<file path="src/sram_host_pkg.sv">
package sram_host_pkg;

    localparam int ADDR_W = 10;
    localparam int DATA_W = 8;
    localparam int WORDS = 1024;

    // Core clock
    localparam int CLK_PERIOD_NS = 50;

    // Fastest-grade pin timing, ns
    localparam int READ_CYCLE_MIN_NS = 120;
    localparam int ADDRESS_TO_DATA_MAX_NS = 120;
    localparam int OUTPUT_DRIVE_TO_DATA_MAX_NS = 50;
    localparam int DATA_HOLD_AFTER_ADDRESS_NS = 10;
    localparam int DESELECT_TO_STANDBY_MAX_NS = 60;
    localparam int WRITE_CYCLE_MIN_NS = 120;
    localparam int SELECT_TO_WRITE_END_MIN_NS = 90;
    localparam int WRITE_PULSE_MIN_NS = 70;
    localparam int WRITE_TO_FLOAT_MAX_NS = 40;
    localparam int POWER_UP_WAIT_NS = 500000;

    // Least times round up to whole cycles
    localparam int READ_WAIT_CYC =
        (ADDRESS_TO_DATA_MAX_NS + CLK_PERIOD_NS - 1) / CLK_PERIOD_NS + 1;
    localparam int WRITE_PULSE_CYC =
        (WRITE_PULSE_MIN_NS + CLK_PERIOD_NS - 1) / CLK_PERIOD_NS;
    localparam int FLOAT_WAIT_CYC =
        (WRITE_TO_FLOAT_MAX_NS + CLK_PERIOD_NS - 1) / CLK_PERIOD_NS;
    localparam int DESELECT_CYC =
        (DESELECT_TO_STANDBY_MAX_NS + CLK_PERIOD_NS - 1) / CLK_PERIOD_NS;
    localparam int POWER_UP_CYC =
        (POWER_UP_WAIT_NS + CLK_PERIOD_NS - 1) / CLK_PERIOD_NS;

    localparam int CNT_W = 16;

    typedef enum logic [2:0] {
        ST_POWERUP = 3'b000,
        ST_IDLE    = 3'b001,
        ST_READ    = 3'b010,
        ST_WSETUP  = 3'b011,
        ST_WRITE   = 3'b100,
        ST_RECOVER = 3'b101
    } state_t;

    typedef struct packed {
        logic write;
        logic [ADDR_W-1:0] addr;
        logic [DATA_W-1:0] wdata;
    } request_t;

    typedef struct packed {
        logic ce_n;
        logic oe_n;
        logic we_n;
    } strobes_t;

endpackage

</file>
<file path="src/sram_host.sv">
`timescale 1ns/1ns
module sram_host
    import sram_host_pkg::*;
#(
    parameter int POWER_UP_CYCLES = POWER_UP_CYC,
    parameter bit VERSION_B = 1'b0
) (
    // Clock and reset
    input wire logic CORE_CLK,
    input wire logic SRST,
    // User request
    input wire logic REQ_VALID,
    input wire logic REQ_WRITE,
    input wire logic [ADDR_W-1:0] REQ_ADDR,
    input wire logic [DATA_W-1:0] REQ_WDATA,
    output logic REQ_READY,
    output logic RD_VALID,
    output logic [DATA_W-1:0] RD_DATA,
    // Memory pins
    output logic [ADDR_W-1:0] MEM_ADDR,
    output logic MEM_CE_N,
    output logic MEM_OE_N,
    output logic MEM_WE_N,
    output logic MEM_VREF,
    input wire logic [DATA_W-1:0] MEM_DQ_IN,
    output logic [DATA_W-1:0] MEM_DQ_OUT,
    output logic MEM_DQ_OE
);

    // Elaboration checks: the sequencer serves only this geometry
    if (ADDR_W != 10 || DATA_W != 8
        || WORDS != (1 << ADDR_W)) begin : g_bad_geometry
        $error("Unsupported memory geometry");
    end
    if (POWER_UP_CYCLES < 1
        || POWER_UP_CYCLES >= (1 << CNT_W)) begin : g_bad_powerup
        $error("POWER_UP_CYCLES out of range");
    end
    // Select leads the strobe rise by the float wait plus the pulse
    if ((FLOAT_WAIT_CYC + WRITE_PULSE_CYC) * CLK_PERIOD_NS
        < SELECT_TO_WRITE_END_MIN_NS) begin : g_bad_select
        $error("Write select window too short");
    end
    if (WRITE_PULSE_CYC * CLK_PERIOD_NS
        < WRITE_PULSE_MIN_NS) begin : g_bad_pulse
        $error("Write pulse too short");
    end
    // Data is sampled this many cycles after select falls
    if ((READ_WAIT_CYC - 1) * CLK_PERIOD_NS
        < ADDRESS_TO_DATA_MAX_NS) begin : g_bad_read
        $error("Read wait too short");
    end

    state_t state;
    request_t req;
    strobes_t strb;
    logic [CNT_W-1:0] cnt;

    function automatic logic [CNT_W-1:0] cyc(input int n);
        cyc = CNT_W'(n - 1);
    endfunction

    // Chip is selected through every access phase
    function automatic logic in_access(input state_t s);
        in_access = (s == ST_READ) || (s == ST_WSETUP)
                    || (s == ST_WRITE);
    endfunction

    // Last cycle of a timed phase
    function automatic logic phase_done(input state_t s, input state_t want,
                                        input logic [CNT_W-1:0] c);
        phase_done = (s == want) && (c == '0);
    endfunction

    assign strb = '{ce_n: MEM_CE_N, oe_n: MEM_OE_N, we_n: MEM_WE_N};

    // Sequencer and timers
    always_ff @(posedge CORE_CLK) begin
        if (SRST) begin
            state <= ST_POWERUP;
            cnt <= cyc(POWER_UP_CYCLES);
            req <= '0;
        end else begin
            case (state)
                ST_POWERUP: begin
                    // No access until supply settles
                    if (cnt == '0)
                        state <= ST_IDLE;
                    else
                        cnt <= cnt - 1'b1;
                end
                ST_IDLE: begin
                    if (REQ_VALID) begin
                        req <= '{write: REQ_WRITE, addr: REQ_ADDR,
                                 wdata: REQ_WDATA};
                        // Address settles one cycle before select
                        if (REQ_WRITE) begin
                            state <= ST_WSETUP;
                            cnt <= cyc(FLOAT_WAIT_CYC);
                        end else begin
                            state <= ST_READ;
                            cnt <= cyc(READ_WAIT_CYC);
                        end
                    end
                end
                ST_READ: begin
                    if (cnt == '0) begin
                        state <= ST_RECOVER;
                        cnt <= cyc(DESELECT_CYC);
                    end else
                        cnt <= cnt - 1'b1;
                end
                ST_WSETUP: begin
                    // Device floats before host drives
                    if (cnt == '0) begin
                        state <= ST_WRITE;
                        // Extra last cycle holds data past the strobe
                        cnt <= cyc(WRITE_PULSE_CYC + 1);
                    end else
                        cnt <= cnt - 1'b1;
                end
                ST_WRITE: begin
                    if (cnt == '0) begin
                        state <= ST_RECOVER;
                        cnt <= cyc(DESELECT_CYC);
                    end else
                        cnt <= cnt - 1'b1;
                end
                ST_RECOVER: begin
                    if (cnt == '0)
                        state <= ST_IDLE;
                    else
                        cnt <= cnt - 1'b1;
                end
                default: state <= ST_POWERUP;
            endcase
        end
    end

    // Pin strobes, registered
    always_ff @(posedge CORE_CLK) begin
        if (SRST) begin
            MEM_CE_N <= 1'b1;
            MEM_OE_N <= 1'b1;
            MEM_WE_N <= 1'b1;
        end else begin
            MEM_CE_N <= !in_access(state);
            MEM_OE_N <= !(state == ST_READ);
            // Strobe high outside the write phase, so in every read
            // It rises a cycle before select; capture is on the strobe
            // edge while data is still driven
            MEM_WE_N <= !(state == ST_WRITE && !(cnt == '0));
        end
    end

    // Address loads at the take, a cycle ahead of select, and stays
    // put while the chip is selected
    always_ff @(posedge CORE_CLK) begin
        if (SRST)
            MEM_ADDR <= '0;
        else if (state == ST_IDLE && REQ_VALID)
            MEM_ADDR <= REQ_ADDR;
    end

    // Drive starts with the strobe and ends a cycle after it rises,
    // so the device never sees data change with the strobe
    always_ff @(posedge CORE_CLK) begin
        if (SRST) begin
            MEM_DQ_OUT <= '0;
            MEM_DQ_OE <= 1'b0;
        end else begin
            MEM_DQ_OUT <= req.wdata;
            MEM_DQ_OE <= (state == ST_WRITE);
        end
    end

    // Static level; registered so the pin cannot glitch
    always_ff @(posedge CORE_CLK) begin
        if (SRST)
            MEM_VREF <= 1'b0;
        else
            MEM_VREF <= VERSION_B;
    end

    // Sample at the last read cycle; static array needs no refresh
    always_ff @(posedge CORE_CLK) begin
        if (SRST) begin
            RD_VALID <= 1'b0;
            RD_DATA <= '0;
        end else begin
            RD_VALID <= phase_done(state, ST_READ, cnt)
                        && !strb.oe_n && strb.we_n;
            if (phase_done(state, ST_READ, cnt))
                RD_DATA <= MEM_DQ_IN;
        end
    end

    // Rises on the edge that enters idle, drops on the edge of a take
    always_ff @(posedge CORE_CLK) begin
        if (SRST)
            REQ_READY <= 1'b0;
        else
            REQ_READY <= phase_done(state, ST_RECOVER, cnt)
                         || phase_done(state, ST_POWERUP, cnt)
                         || (state == ST_IDLE && !REQ_VALID);
    end

endmodule // sram_host

</file>
<file path="config.mk">
export PLATFORM = sky130hd
export DESIGN_NAME = sram_host
export DESIGN_NICKNAME = d
export VERILOG_FILES = /design/src/sram_host_pkg.sv /design/src/sram_host.sv
export SDC_FILE = /design/constraint.sdc
export NUM_CORES = 1
export LEC_CHECK = 0
export BUFFER_PORTS_ARGS = -buffer_cell sky130_fd_sc_hd__buf_2
export CELL_PAD_IN_SITES_DETAIL_PLACEMENT = 0
export CELL_PAD_IN_SITES_GLOBAL_PLACEMENT = 1
export CORE_MARGIN = 2
export CORE_UTILIZATION = 42
export CTS_CLUSTER_DIAMETER = 200
export CTS_CLUSTER_SIZE = 16
export DETAILED_ROUTE_END_ITERATION = 10
export PLACE_DENSITY_LB_ADDON = 0.2
export SLEW_MARGIN = 20
export SYNTH_ARGS = -nofsm -noshare
export SYNTH_HDL_FRONTEND = slang
export SYNTH_SLANG_ARGS = --single-unit
export TNS_END_PERCENT = 50
</file>
<file path="constraint.sdc">
create_clock -name CORE_CLK -period 5.7 [get_ports CORE_CLK]
set_input_delay 1.14 -clock CORE_CLK [delete_from_list [all_inputs] [get_ports CORE_CLK]]
set_output_delay 1.14 -clock CORE_CLK [all_outputs]
set_load 0.005 [all_outputs]
</file>
==> flow_summary.ini <==
[sta]
setup_ws_ns = 3.22
finalSetupViolations = 0
worstMarginPinSlew_ns = 0.901
min_period_ns = 2.48
fin_worst_skew_ns = 0.00705
relSlewSlack_pct = 39.9
rsz0062_at_grt = false
layout_worst_path_cycle_share_pct = 43.4
fin_tns_setup_ns = 0
max_freq_mhz = 404
drv_slew = 0
finalHoldViolCount = 0

[global_route]
overflow = 0
grt_use_total_pct = 18.1
grt_max_degree = 53
antenna_found_initial = 0
grt_pass1_wl_um = 9190
grt_pass1_vias = 1975

[route]
via_count = 2146
drtIter0Drc = 121
post-route-drc-count = 0
final_antenna_net_count = 0
wl_um = 5450
post_drt_wl_per_cell_um = 12.8
viasPerCell = 5.05
drt_first_pass_iters = 4

[cts]
root_buffer = clkbuf_8
cts-resized-gates = 0
cts_sinks = 59
cts_tree = built
insertion_delay_ns = 0.34
cts_setup_buffers = 0
cts_max_path_buffers = 2
hold_buffers = 0
cts_buffers = 9
cts.htree.levels = 3
path_clk_slew_ns = 0.07

[layout]
layout_common_cells = 61 x buf_2, 59 x dfxtp_1, 52 x nand2_1, 30 x a21oi_1, 29 x nor2_1
fillers = 565
final_nets = 377
fin_util_pct = 51.4
layout-drive-gt1-share_pct = 26.3
insertedDiodeCount = 0
areaGrowthSynthToFinish_pct = 18.4
layout_commonest_cell = buf_2

[floorplan]
die_w_um = 82.2
die_area_mm2 = 0.00675
num_rows = 28
core_mm2 = 0.00592
pin_count = 63
die_h_um = 82.2
start_util_pct = 43.4

[critical_path]
cp_num_buf_inv = 1
slowest_stage = or4b_4
end_kind = flop
critPathMaxStageDelay_ns = 0.54
cp-start-kind = flop
critical_path_class = reg2reg
worstPathCellList = inv_1 > ha_1 > or4b_4 > nor2_2 > nand3_1 > mux2i_1 > nor2_1
crit_required_ns = 5.89
timing.critical_path.arrival_ns = 2.67
critPathTopFamily = simple AND/OR/NAND/NOR gates
cp_max_fo = 9

[logic_synthesis]
synth_area_per_cell_um2 = 8.82
synth_top_flop_cell = dfxtp_1
syn-num-nets = 323
synthXorXnorAreaFrac_pct = 3.75
synth_edf_count = 0
synthAdderAreaFrac_pct = 0.975
ys_seq_elements = 59
yosysWarnings = 0
synth_compound_area_share_pct = 15.3
ys_seq_area_share_pct = 46.0
synth.cell_area_mm2 = 0.00257
synthMuxAreaShare_pct = 3.90
yosys.area_share.simple_pct = 25.8
ys_async_sr_fraction_pct = 0
ys_types = 58
synth_top_family_by_area = simple AND/OR/NAND/NOR gates
syn_inst = 291

[power_and_ir_drop]
ir_worst_vdd_mv = 0.160
p_total_uw = 767
switching_share_pct = 23.9
pwr-share-comb_pct = 3.9
pwr-share-clk_pct = 41.7
cell_internal_pwr_uw = 584
p_sw_uw = 183
leakagePower_uw = 0.00126
seqPwrFrac_pct = 54.4
p_per_area_mw_per_mm2 = 252

[place]
dp_slack_ns = 2.90
io_buffer_count = 61
place_congestion = 0.801
hpwl_um = 3720

[min_path]
min_path_type = reg2reg

[job]
cap_violations = 0

[run_status]
status = complete, no violations
layer usage:
metal  global-route usage (%)  up-vias  wire length [um]
met2                     26.4       54              2390
met3                     6.09        9               309
li1                         -     1114                 -
met5                        0        -                 0
met4                     8.50        0               101
met1                     24.0      969              2660
logic make-up (layout without fill, tap and decap cells):
| kind of cell | count (synthesis) | after routing |
|---|---|---|
| buf+inv | 23 | 82 |
| xor+xnor | 11 | 11 |
| other cells | 1 | 1 |
| mux | 10 | 10 |
| compound gates | 56 | 56 |
| simple gates | 129 | 129 |
| fa+ha+maj | 2 | 2 |
| flops | 59 | 59 |
sequential cells by signal, summed over array words and instances, names as in the netlist, 3 cells and up:
register and flops:
req 8, state 3, RD_DATA 8, MEM_DQ_OUT 8, cnt 16, MEM_ADDR 10
through the flow:
step	area, um2	hold WS [ns]	std cells
after floorplan	2570	0.432	291
after global placement	2880	0.429	409
after detailed placement	2880	0.442	409
after CTS	3040	0.442	425
after global routing	3040	0.463	425
final	3040	0.439	425
layout make-up:
type / count / area (um2) / share of cell area, %
clock inverter: 5 / 30.0 / 0.988
tap: 75 / 93.8 / 3.09
clock buffer: 11 / 131 / 4.32
inverter: 5 / 18.8 / 0.617
multi-input combinational: 209 / 1280 / 42.1
timing repair buffer: 61 / 305 / 10.0
sequential: 59 / 1180 / 38.8
Yosys cell counts (all sizes together), types with 2 or more instances:
cell type  instances  area [um2]
a2111oi            2        18.8
a211o              2        17.5
a211oi             2        15.0
a21oi             30         150
buf                8        50.0
clkbuf            10        37.5
dfxtp             59        1180
ha                 2        25.0
inv                5        18.8
mux2i             10         100
nand2             53         201
nand3              4        20.0
nor2              32         128
nor2b              8        50.1
nor3               9        71.3
nor4               6        50.0
nor4b              2        23.8
o21ai              3        18.8
o21bai             4        30.0
o31ai              2        28.8
or2                3        18.8
or3                2        12.5
or4                2        18.8
xnor2             11        96.3
power by group through the flow:
stage | combinational, uW | clock (uW) | sequential, uW
after global placement | 30.3 | 0 | 426
after detailed placement | 30.2 | 0 | 426
after floorplan | 17.8 | 0 | 425
after global routing | 34.0 | 350 | 417
after CTS | 30.3 | 330 | 417
final | 30.0 | 320 | 417
worst paths after layout:
check        startpoint          to  slack (ns)  cells after the start
max              cnt[0]  RD_DATA[5]        3.22                      7
max reg2reg      cnt[0]  RD_DATA[5]        3.22                      7
min            MEM_OE_N    RD_VALID        0.44                      1
min reg2reg    MEM_OE_N    RD_VALID        0.44                      1
Note: power is estimated with default switching activity, not from simulation.
